===== src/adc_seq_pkg.sv =====
/*
 * Package for the converter sequencer: register offsets, field positions,
 * reset values, channel codes and step counts.
 * Assumes one instruction cycle per i_clk edge at 40 MHz.
 */
package adc_seq_pkg;
	// Register offsets on the core's peripheral address
	localparam logic [7:0] OFF_REFERENCE_CODE = 8'h02;
	localparam logic [7:0] OFF_CHANNEL_SELECT = 8'h24;
	localparam logic [7:0] OFF_MODE_STATUS    = 8'h25;
	// Mode register field positions
	localparam int BIT_COMPARE = 0;
	localparam int BIT_BUSY    = 1;
	localparam int BIT_MODE    = 2;
	// Reset values
	localparam logic [7:0] RST_REFERENCE_CODE = 8'h00;
	localparam logic [2:0] RST_CHANNEL        = 3'h0;
	// Channel codes
	localparam logic [2:0] CH_UNUSED     = 3'h0;
	localparam logic [2:0] CH_PROHIBITED = 3'h7;
	localparam int         NUM_INPUTS    = 6;
	// Timing in instruction cycles
	localparam int SW_COMPARE_CYCLES = 3;
	localparam int HW_DONE_CYCLES    = 17;
	localparam int HW_BUSY_CYCLES    = 15;
	localparam int HW_STEP_BITS      = 8;
	// Reset kinds; only RST_RETAIN keeps register contents
	typedef enum logic [1:0] {
		RST_NONE     = 2'b00,
		RST_FULL     = 2'b01,
		RST_RETAIN   = 2'b10
	} reset_kind_e;
endpackage


===== src/adc_channel_decode.sv =====
/*
 * Channel decoder: turns the 3-bit channel code into a one-hot pin route
 * and, while a pin is selected, forces the other shared pins into input mode.
 * Assumes the channel code is a registered value from the same clock.
 */
`timescale 1ns/1ps
module adc_channel_decode #(
	parameter int N = 6
) (
	input  wire logic [2:0]   i_code,       // Channel code
	output logic      [N-1:0] o_route,      // One-hot pin to comparator
	output logic      [N-1:0] o_force_input // Pins forced to input mode
);
	// Only codes 1..N route a pin; 0 and 7 route none
	wire logic any_selected = (o_route != '0);
	genvar g;
	generate
		for (g = 0; g < N; g++) begin : gen_pin
			assign o_route[g]       = (i_code == 3'(g + 1));
			assign o_force_input[g] = any_selected && !o_route[g];
		end
	endgenerate
endmodule // adc_channel_decode


===== src/adc_sar_step.sv =====
/*
 * Successive-approximation step: given the trial code and the comparator,
 * keeps or drops the bit under test and sets the next lower one.
 * Assumes the caller holds the bit index.
 */
`timescale 1ns/1ps
module adc_sar_step #(
	parameter int W = 8
) (
	input  wire logic [W-1:0]         i_code,    // Current trial code
	input  wire logic [$clog2(W)-1:0] i_bit,     // Bit under test
	input  wire logic                 i_above,   // Input above compare level
	output logic      [W-1:0]         o_next     // Next trial code
);
	wire logic [W-1:0] test_mask = W'(1) << i_bit;
	wire logic [W-1:0] next_mask = test_mask >> 1;
	// Keep the tested bit only when input is above, then try the next bit
	assign o_next = (i_above ? i_code : (i_code & ~test_mask)) | next_mask;
endmodule // adc_sar_step


===== src/adc_sequencer_control.sv =====
/*
 * Control logic of an 8-bit successive-approximation converter: channel
 * select, reference code register, compare flag, hardware sequencer.
 * Assumes the core accesses registers by address with one-cycle strobes,
 * the analog comparator answers on i_comp_above, and each i_clk edge is
 * one instruction cycle.
 */
`timescale 1ns/1ps

module adc_sequencer_control #(
	parameter int W = 8
) (
	input  wire logic         i_clk,          // Instruction clock
	input  wire logic         i_reset,        // Power-on/watchdog-stack reset
	input  wire logic         i_soft_reset,   // CE reset or clock stop
	input  wire logic [7:0]   i_addr,         // Register address
	input  wire logic         i_wr,           // Write strobe
	input  wire logic         i_rd,           // Read strobe
	input  wire logic [W-1:0] i_wdata,        // Write data from transfer buffer
	input  wire logic         i_comp_above,   // Comparator: input above level
	output logic      [W-1:0] o_rdata,        // Read data to transfer buffer
	output logic      [W-1:0] o_tap_code,     // Tap code to R-string
	output logic      [5:0]   o_route,        // One-hot analog pin route
	output logic      [5:0]   o_force_input   // Pins forced to input mode
);
	localparam int CW = $clog2(adc_seq_pkg::HW_DONE_CYCLES + 1);

	logic [W-1:0] reference_code;
	logic [2:0]   channel;
	logic         mode_bit;
	logic         compare_flag;
	logic         busy;
	logic         running;
	logic [CW-1:0] hw_count;
	logic [1:0]   sw_count;
	logic         sw_pending;
	logic [$clog2(W)-1:0] bit_idx;
	logic [W-1:0] sar_next;
	logic [5:0]   route_w;
	logic [5:0]   force_w;

	// Address decode
	wire logic wr_ref  = i_wr && (i_addr == adc_seq_pkg::OFF_REFERENCE_CODE);
	wire logic wr_ch   = i_wr && (i_addr == adc_seq_pkg::OFF_CHANNEL_SELECT);
	wire logic wr_mode = i_wr && (i_addr == adc_seq_pkg::OFF_MODE_STATUS);
	wire logic set_mode   = wr_mode && i_wdata[adc_seq_pkg::BIT_MODE];
	wire logic clear_mode = wr_mode && !i_wdata[adc_seq_pkg::BIT_MODE];
	// Bits are tested in the first W cycles of the 17-cycle window
	wire logic step_now = running && (hw_count < CW'(W));
	wire logic hw_done  = running && (hw_count == CW'(adc_seq_pkg::HW_DONE_CYCLES - 1));

	wire logic [3:0] mode_read = {1'b0, mode_bit, busy, compare_flag};
	wire logic [W-1:0] next_rdata =
		!i_rd ? '0 :
		(i_addr == adc_seq_pkg::OFF_REFERENCE_CODE) ? reference_code :
		(i_addr == adc_seq_pkg::OFF_CHANNEL_SELECT) ? W'({1'b0, channel}) :
		(i_addr == adc_seq_pkg::OFF_MODE_STATUS)    ? W'(mode_read) : '0;

	adc_channel_decode #(.N(adc_seq_pkg::NUM_INPUTS)) u_decode (
		.i_code        (channel),
		.o_route       (route_w),
		.o_force_input (force_w)
	);

	adc_sar_step #(.W(W)) u_step (
		.i_code  (reference_code),
		.i_bit   (bit_idx),
		.i_above (i_comp_above),
		.o_next  (sar_next)
	);

	// Channel select; prohibited code 7 is stored but routes nothing
	always_ff @(posedge i_clk) begin
		if (i_reset) begin
			channel <= adc_seq_pkg::RST_CHANNEL;
		end else if (wr_ch) begin
			channel <= i_wdata[2:0];
		end
	end

	// Mode bit; soft reset clears it, channel is kept
	always_ff @(posedge i_clk) begin
		if (i_reset || i_soft_reset) begin
			mode_bit <= 1'b0;
		end else if (wr_mode) begin
			mode_bit <= i_wdata[adc_seq_pkg::BIT_MODE];
		end
	end

	// Hardware sequencer run state and cycle count
	always_ff @(posedge i_clk) begin
		if (i_reset || i_soft_reset) begin
			running  <= 1'b0;
			hw_count <= '0;
			busy     <= 1'b0;
		end else if (set_mode) begin
			running  <= 1'b1;
			hw_count <= '0;
			busy     <= 1'b1;
		end else if (clear_mode) begin
			running  <= 1'b0;
			busy     <= 1'b0;
		end else if (running) begin
			hw_count <= hw_count + CW'(1);
			// Busy drops two cycles before the end so a poll loop lands on time
			if (hw_count == CW'(adc_seq_pkg::HW_BUSY_CYCLES - 1))
				busy <= 1'b0;
			if (hw_done)
				running <= 1'b0;
		end
	end

	// Bit under test, MSB first
	always_ff @(posedge i_clk) begin
		if (i_reset || set_mode) begin
			bit_idx <= ($clog2(W))'(W - 1);
		end else if (step_now && bit_idx != '0) begin
			bit_idx <= bit_idx - 1'b1;
		end
	end

	// Next reference code: software writes, hardware steps. Register and tap pins
	// load the same value, so each step judges the code that is on the pins
	wire logic [W-1:0] first_trial    = W'(1) << (W - 1); // MSB under test first
	wire logic         soft_clear_ref = i_soft_reset && mode_bit; // Zero in hardware mode
	wire logic         sw_write       = wr_ref && !mode_bit; // Refused in hardware mode
	wire logic [W-1:0] next_reference_code =
		i_reset        ? adc_seq_pkg::RST_REFERENCE_CODE :
		soft_clear_ref ? adc_seq_pkg::RST_REFERENCE_CODE :
		i_soft_reset   ? reference_code :
		set_mode       ? first_trial :
		step_now       ? sar_next :
		sw_write       ? i_wdata :
		reference_code;

	always_ff @(posedge i_clk) begin
		reference_code <= next_reference_code;
	end

	// Software compare: result latched three cycles after the write
	always_ff @(posedge i_clk) begin
		if (i_reset || i_soft_reset) begin
			sw_pending <= 1'b0;
			sw_count   <= '0;
		end else if (wr_ref && !mode_bit) begin
			sw_pending <= 1'b1;
			sw_count   <= 2'(adc_seq_pkg::SW_COMPARE_CYCLES - 1);
		end else if (sw_pending) begin
			sw_count <= sw_count - 2'(1);
			if (sw_count == 2'(1))
				sw_pending <= 1'b0;
		end
	end

	// Compare flag; it tracks the comparator once the settle time has passed, and holds while a hardware run is active
	always_ff @(posedge i_clk) begin
		if (i_reset || i_soft_reset) begin
			compare_flag <= 1'b0;
		end else if (!running && !sw_pending) begin
			compare_flag <= i_comp_above;
		end
	end

	// Registered outputs
	always_ff @(posedge i_clk) begin
		if (i_reset) begin
			o_rdata       <= '0;
			o_tap_code    <= '0;
			o_route       <= '0;
			o_force_input <= '0;
		end else begin
			o_rdata       <= next_rdata;
			o_tap_code    <= next_reference_code;
			o_route       <= route_w;
			o_force_input <= force_w;
		end
	end

	// Checks
	// Helper for the checks: how long busy has stood since the last start
	logic [CW-1:0] busy_len;
	always_ff @(posedge i_clk) begin
		if (i_reset || i_soft_reset || set_mode || !busy) begin
			busy_len <= '0;
		end else begin
			busy_len <= busy_len + CW'(1);
		end
	end

	// Busy stands through the bit steps of an undisturbed conversion
	chk_busy_width: assert property (
		@(posedge i_clk) disable iff (i_reset || i_soft_reset)
		set_mode ##1 (!wr_mode && !i_soft_reset) [*8] |-> busy)
		else $error("busy dropped early");
	// Busy falls on its own only at the planned count
	chk_busy_clear: assert property (
		@(posedge i_clk) disable iff (i_reset || i_soft_reset)
		$fell(busy) && !$past(wr_mode) |->
			running && hw_count == CW'(adc_seq_pkg::HW_BUSY_CYCLES))
		else $error("busy cleared at wrong cycle");
	// Counted apart from the sequencer's own counter
	chk_busy_len: assert property (
		@(posedge i_clk) disable iff (i_reset || i_soft_reset)
		$fell(busy) && !$past(wr_mode) |-> busy_len == CW'(adc_seq_pkg::HW_BUSY_CYCLES))
		else $error("busy stood the wrong number of cycles");
	// Busy only ever shows in hardware mode
	chk_busy_mode: assert property (
		@(posedge i_clk) disable iff (i_reset)
		busy |-> mode_bit)
		else $error("busy outside hardware mode");
	// Writing 0 to the mode bit stops a running conversion at once
	chk_abort_stop: assert property (
		@(posedge i_clk) disable iff (i_reset)
		clear_mode |=> !running && !busy)
		else $error("abort did not stop");
	// Writing 1 starts a run with the top bit under test
	chk_start_run: assert property (
		@(posedge i_clk) disable iff (i_reset)
		set_mode && !i_soft_reset |=> running && busy && reference_code == 8'h80)
		else $error("start failed");
	// The run ends at the planned count
	chk_done_time: assert property (
		@(posedge i_clk) disable iff (i_reset)
		hw_done && !wr_mode && !i_soft_reset |=> !running)
		else $error("done late");
	// After the bit steps the result stays put for the core to read
	chk_hold_result: assert property (
		@(posedge i_clk) disable iff (i_reset)
		running && !step_now && !wr_mode && !i_soft_reset |=> $stable(reference_code))
		else $error("result moved after the steps");

	// Checks on pin routing and the tap code
	// At most one pin reaches the comparator
	chk_route_hot: assert property (
		@(posedge i_clk) disable iff (i_reset)
		$onehot0(o_route))
		else $error("more than one pin routed");
	// Unused and prohibited codes route no pin
	chk_route_none: assert property (
		@(posedge i_clk) disable iff (i_reset)
		(channel == adc_seq_pkg::CH_UNUSED || channel == adc_seq_pkg::CH_PROHIBITED) |=>
			o_route == '0)
		else $error("pin routed for unused code");
	// Every other shared pin is held as an input
	chk_force_other: assert property (
		@(posedge i_clk) disable iff (i_reset)
		(o_route != '0) |-> (o_force_input == ~o_route))
		else $error("other pins not forced");
	// The tap pins never lag the code being judged
	chk_tap_follow: assert property (
		@(posedge i_clk) disable iff (i_reset)
		o_tap_code == reference_code)
		else $error("tap code differs from reference");

	// Checks on the software compare path and the register bus
	// The flag is frozen for the settle time of an undisturbed write
	chk_sw_settle: assert property (
		@(posedge i_clk) disable iff (i_reset || i_soft_reset)
		wr_ref && !mode_bit ##1 !wr_ref [*2] |->
			sw_pending && $past(sw_pending) ##1 !sw_pending)
		else $error("software settle wrong");
	// No flag update while the compare level settles
	chk_sw_frozen: assert property (
		@(posedge i_clk) disable iff (i_reset || i_soft_reset)
		sw_pending |=> $stable(compare_flag))
		else $error("flag moved while settling");
	// Once settled the flag shows the comparator
	chk_cmp_track: assert property (
		@(posedge i_clk) disable iff (i_reset)
		!running && !sw_pending && !i_soft_reset |=> compare_flag == $past(i_comp_above))
		else $error("flag does not follow comparator");
	// Read data stands for one cycle only
	chk_rdata_idle: assert property (
		@(posedge i_clk) disable iff (i_reset)
		!i_rd |=> o_rdata == '0)
		else $error("read data without a read");
	// The 4-bit registers read 0 above their fields
	chk_bit3_zero: assert property (
		@(posedge i_clk) disable iff (i_reset)
		i_rd && (i_addr == adc_seq_pkg::OFF_MODE_STATUS ||
			i_addr == adc_seq_pkg::OFF_CHANNEL_SELECT) |=> o_rdata[W-1:3] == '0)
		else $error("bit 3 not zero");
	// A reference write in hardware mode leaves the result alone
	chk_ref_refused: assert property (
		@(posedge i_clk) disable iff (i_reset)
		wr_ref && mode_bit && !running && !i_soft_reset |=> $stable(reference_code))
		else $error("reference written in hardware mode");

	// Coverage of the main scenarios
	cov_hw_conv: cover property (@(posedge i_clk) set_mode ##1 running [*8]);
	cov_sw_cmp: cover property (@(posedge i_clk) wr_ref && !mode_bit ##3 compare_flag);
	cov_abort: cover property (@(posedge i_clk) running && clear_mode);
	cov_soft_keep: cover property (@(posedge i_clk)
		i_soft_reset && !mode_bit && reference_code != '0);
	cov_refused: cover property (@(posedge i_clk) wr_ref && mode_bit && !running);
endmodule // adc_sequencer_control


===== config.mk =====
export PLATFORM = sky130hd
export DESIGN_NAME = adc_sequencer_control
export DESIGN_NICKNAME = d
export VERILOG_FILES = /design/src/adc_seq_pkg.sv /design/src/adc_channel_decode.sv /design/src/adc_sar_step.sv /design/src/adc_sequencer_control.sv
export SDC_FILE = /design/constraint.sdc
export NUM_CORES = 1
export LEC_CHECK = 0
export BUFFER_PORTS_ARGS = -buffer_cell sky130_fd_sc_hd__buf_2
export CAP_MARGIN = 20
export CORE_MARGIN = 5
export CORE_UTILIZATION = 55
export DETAILED_ROUTE_END_ITERATION = 16
export GPL_TIMING_DRIVEN = 0
export PLACE_DENSITY = 0.8
export SYNTH_ARGS = -nofsm -noshare
export SYNTH_HDL_FRONTEND = slang
export SYNTH_SLANG_ARGS = --single-unit

===== constraint.sdc =====
create_clock -name i_clk -period 3.2 [get_ports i_clk]
set_clock_uncertainty 0.1 [all_clocks]
set_input_delay 0.32 -clock i_clk [delete_from_list [all_inputs] [get_ports i_clk]]
set_output_delay 0.32 -clock i_clk [all_outputs]
set_load 0.01 [all_outputs]

# == Yosys cells after proc, flatten, opt, wreduce, memory -nomap -nowiden ==
# Index checks and enable logic that the tools add are counted.
# totals
mem_bits_ro,0
inputBits,22
elab_cells,99
mem_bits_rw,0
mem_count,0
output_inout_bits,28
latchBits,0
register_bits,54
# op_classes
n_mux,23
reduce_logical,39
bitwise_logic,5
addsub,3
shifts,1
n_eq_ne,12
div_mod_pow,0
n_lt_le_gt_ge,1
mul,0
# op_table
cell,n
$mux W8,8
$logic_and A1 B1 Y1,17
$eq A8 B6 Y1 const B,2
$mux W1,11
$logic_not A1 Y1,10
$eq A3 B3 Y1 const B,3
$reduce_bool A3 Y1,3
$and A8 B8 Y8,1
$eq A8 B2 Y1 const B,1
$not A8 Y8,1
$or A8 B7 Y8,1
$shl A1 B3 Y8 const A,1
$eq A3 B2 Y1 const B,2
$mux W3,2
$reduce_bool A6 Y1,1
$reduce_or A2 Y1,3
$add A5 B1 Y5 const B,1
$eq A5 B4 Y1 const B,1
$eq A5 B5 Y1 const B,1
$lt A5 B4 Y1 const B,1
$mux W2,2
$reduce_and A2 Y1,2
$eq A3 B1 Y1 const B,1
$sub A3 B1 Y3 const B,1
other kinds (5),7

# == Depth between registers and ports, before layout ==
# logic_depth
word_depth,10
depth_mapped,6

# == Cells and area by module ==
# From an unflattened synthesis, not the netlist that was laid out.
# unflattened
cells_unflattened,271
area_unflattened_um2,2591.2
# modules_own_cells
module,area_each_um2,cells_per_inst,seq_area_each_um2,n_inst
adc_sequencer_control,2307.2,228,1081.0,1
adc_channel_decode,153.9,18,0.0,1
adc_sar_step,130.1,25,0.0,1

# == Least setup slack after synthesis ==
# Ideal clock, no wire load.
# synth_timing
path_type,register to register
startpoint,register hw_count[3]
endpoint,register o_tap_code[7]
stages_incl_launch_ff,7
period_less_slack_ns,1.942
n_path_buf,2
slack_ns,1.258
arrival_ns,1.721
path_cell_list,dfxtp_1 buf_6 or3b_1 buf_2 or4_1 o211a_1 o311a_1
# synth_between
elab_chain_len,7
# synth_rtl
element,line,text
"start, declared",adc_sequencer_control.sv:34,logic [CW-1:0] hw_count;
"start signal, assigned",adc_sequencer_control.sv:104,hw_count <= hw_count + CW'(1);
$lt A5 B4 Y1,adc_sequencer_control.sv:49,wire logic step_now = running && (hw_count < CW'(W));
$logic_and A1 B1 Y1,adc_sequencer_control.sv:49,
$mux W8,adc_sequencer_control.sv:132,step_now ? sar_next :
$mux W8,adc_sequencer_control.sv:131,set_mode ? first_trial :
$mux W8,adc_sequencer_control.sv:130,i_soft_reset ? reference_code :
$mux W8,adc_sequencer_control.sv:129,soft_clear_ref ? adc_seq_pkg::RST_REFERENCE_CODE :
$mux W8,adc_sequencer_control.sv:128,i_reset ? adc_seq_pkg::RST_REFERENCE_CODE :
"end signal, assigned",adc_sequencer_control.sv:173,o_tap_code <= next_reference_code;
"end, declared",adc_sequencer_control.sv:22,"output logic [W-1:0] o_tap_code,"
# Every way passes these cells.
# A chain may end at the register's enable or synchronous reset.

# == Final worst setup path ==
# layout_timing
startpoint,register hw_count[3]
endpoint,register o_tap_code[2]
# The elaborated chain is that of the path after synthesis.

==> flow_summary.json <==
{
  "status": "complete, no violations",
  "pin_count": 50,
  "synthFlopType": "dfxtp_1",
  "clockBufferDepth": 2,
  "worstSetupStartpointType": "flip-flop",
  "htree_num_levels": 2,
  "die_h_um": 76.64,
  "ys_async_sr_fraction": 0,
  "synth_xor_area_frac": 0.007172,
  "end_kind": "flip-flop",
  "final_common_cell": "dfxtp_1",
  "hold_end": "channel[0]$_SDFFE_PP0P_",
  "setup_viol": 0,
  "clock_latency_ns": 0.30,
  "cts_tree": "done",
  "grt_start_max_net_pins": 17,
  "drive_above_1_share": 0.2198,
  "synthSimpleGateAreaFrac": 0.2100,
  "rsz0062_at_grt": "no",
  "p_per_area_mw_per_mm2": 387.5,
  "area_delta_synth_final_pct": 15.73,
  "start_util": 0.5648,
  "cts_hold_buf": 0,
  "cts.sinks": 54,
  "totalNegativeSetupSlack_ns": 0,
  "cts_setup_buffers": 0,
  "synth.avg_cell_area_sq_um": 9.079,
  "ys_warn_count": 0,
  "yosysSeqAreaShare": 0.4426,
  "rrSetupSlack_ns": 1.06,
  "synthCells": 269,
  "worstMarginPinSlew_ns": 0.7008,
  "grt_pass1_vias": 1937,
  "worst-path-max-fanout": 10,
  "antennaDiodeCount": 0,
  "row_count": 24,
  "synth-seq-cells": 54,
  "die_x_um": 76.64,
  "postRouteAntennaNets": 0,
  "numCtsBuffers": 5,
  "core_sq_mm": 0.004324,
  "clk_pin_slew_ns": 0.09,
  "grt_usage": 0.1822,
  "worstHoldPathCells": 3,
  "synthDistinctLibCells": 49,
  "synth_edf_count": 0,
  "synth_top_family_by_area": "simple AND/OR/NAND/NOR gates",
  "whs_ns": 0.1858,
  "synth_top_area_cell": "dfxtp_1",
  "dpl_cell_area_sq_mm": 0.002743,
  "maxSlewHeadroom": 0.5311,
  "cts-root-buf": "clkbuf_8",
  "drc": 0,
  "min_from": "i_wdata[0]",
  "synth_area_sq_mm": 0.002442,
  "via_per_inst": 5.683,
  "drtIter0Drc": 197,
  "grt_overflow": 0,
  "min_path_type": "in -> reg",
  "yosysTopAreaCellShare": 0.4426,
  "min_period_over_period": 0.6690,
  "layout_common_cells": "dfxtp_1 (54), buf_2 (50), o21ai_0 (23)",
  "wl_per_cell_um": 14.26,
  "dp_hpwl_um": 3920,
  "synth-compound-area-share": 0.1901,
  "slew_viol_final": 0,
  "max_freq_mhz": 467.1,
  "finalCriticalPeriod_ns": 2.141,
  "drv_cap": 0,
  "ir_drop_mv": 0.2425,
  "drt_pass1_iterations": 4,
  "reg2reg_depth": 6,
  "antenna_found_initial": 0,
  "synth_fp_nets": 300,
  "fin_nets": 354,
  "hold_violations": 0,
  "port_buffers": 47,
  "die_area_sq_mm": 0.005873,
  "globalplace.congestion": 0.8380,
  "wl_um": 5346,
  "grt_pass1_wl_um": 8997,
  "required_ns": 3.28,
  "cp.arrival_ns": 2.22,
  "design_area_sq_mm": 0.002826,
  "r2r-end": "o_tap_code[2]$_SDFF_PP0_",
  "synthMuxAreaShare": 0.05635,
  "synthAdderAreaFrac": 0.04611,
  "path_class": "reg -> reg",
  "r2r-start": "hw_count[3]$_SDFFE_PP0P_",
  "cts_resized": 0,
  "synthTopCellsByArea": "dfxtp_1 (44%), o21ai_0 (4.7%), ha_1 (4.6%)",
  "vias": 2131,
  "p_leak_uw": 0.001217
}
worst max-delay path, cell delays in order (launching register included):
cell and delay, ns:
dfxtp_1 0.32, buf_6 0.13, nor3b_2 0.51, clkbuf_1 0.42
o21ai_0 0.16, o21ai_0 0.26, o31ai_1 0.12
logic make-up (layout without fill, tap and decap cells):
| kind of cell | after synthesis | count (layout) |
|---|---|---|
| buffers and inverters | 28 | 82 |
| adder cells (fa/ha/maj) | 9 | 9 |
| flip-flops | 54 | 54 |
| AND/OR/NAND/NOR | 92 | 92 |
| AO/OA/AOI/OAI | 71 | 71 |
| multiplexers | 13 | 13 |
| XOR/XNOR | 2 | 2 |
how the worst max path moves through the flow:
stage	startpoint	to	slack (ns)	cells past startpoint
after floorplan	hw_count[3]$_SDFFE_PP0P_	o_tap_code[7]$_SDFF_PP0_	1.26	6
after global placement	i_addr[4]	o_tap_code[2]$_SDFF_PP0_	1.00	6
after detailed placement	i_addr[4]	o_tap_code[2]$_SDFF_PP0_	1.03	6
after CTS	hw_count[3]$_SDFFE_PP0P_	o_tap_code[2]$_SDFF_PP0_	1.08	6
after global routing	hw_count[3]$_SDFFE_PP0P_	bit_idx[0]$_SDFFE_PP1P_	0.88	6
final	hw_count[3]$_SDFFE_PP0P_	o_tap_code[2]$_SDFF_PP0_	1.06	6
report_power, final:
| group | switching [uW] | leakage (uW) | internal (uW) |
|---|---|---|---|
| Combinational | 34.9 | 0.000745 | 22.3 |
| Sequential | 2.31 | 0.000436 | 675 |
| Clock | 211 | 0.0000362 | 150 |
| Total | 249 | 0.00122 | 847 |
stage by stage:
step                power, uW  instances  setup WS [ns]  utilization
floorplan               721.5        269          1.258            -
global placement        747.5        368          1.004       0.6343
detailed placement      748.7        368          1.026       0.6343
CTS                      1101        375          1.080       0.6536
global route             1142        375         0.8803       0.6536
finish                   1095        375          1.059       0.6536
layer usage:
| metal | vias up | global-route usage | part of all wire | wire length, um |
|---|---|---|---|---|
| met4 | 0 | 0.05070 | 0.0095 | 51 |
| li1 | 1075 | - | - | - |
| met5 | - | 0 | 0 | 0 |
| met1 | 1001 | 0.2438 | 0.47 | 2528 |
| met3 | 6 | 0.04019 | 0.050 | 267 |
| met2 | 49 | 0.2945 | 0.47 | 2499 |
layout make-up:
cell class	count	area, sq um
Clock inverter	2	15.01
Fill cell	381	1498
Buffer	16	71.32
Tap cell	52	65.06
Inverter	12	45.04
Timing Repair Buffer	47	235.2
Sequential cell	54	1081
Clock buffer	5	68.82
Multi-Input combinational cell	187	1245
state kept, by name (all words and copies together), names as in the netlist:
register        flops
bit_idx             3
o_route             6
mode_bit            1
running             1
channel             3
reference_code      8
compare_flag        1
sw_pending          1
o_tap_code          8
sw_count            2
o_rdata             8
o_force_input       6
busy                1
hw_count            5
synth_stat cells (all sizes together), types with 2 or more instances:
cell	n
dfxtp	54
o21ai	23
nor2	22
nand2	20
a21oi	14
clkbuf	12
inv	11
nand3	11
ha	9
and2	7
mux2i	7
mux2	6
a31oi	5
nand4	5
o31ai	5
a211oi	4
a221o	4
buf	4
nor3	4
nand2b	3
nand3b	3
nand4b	3
o2111ai	3
o21a	3
a21boi	2
and3	2
nor2b	2
o311a	2
or3b	2
No activity file was read; power rests on OpenSTA's default activity.
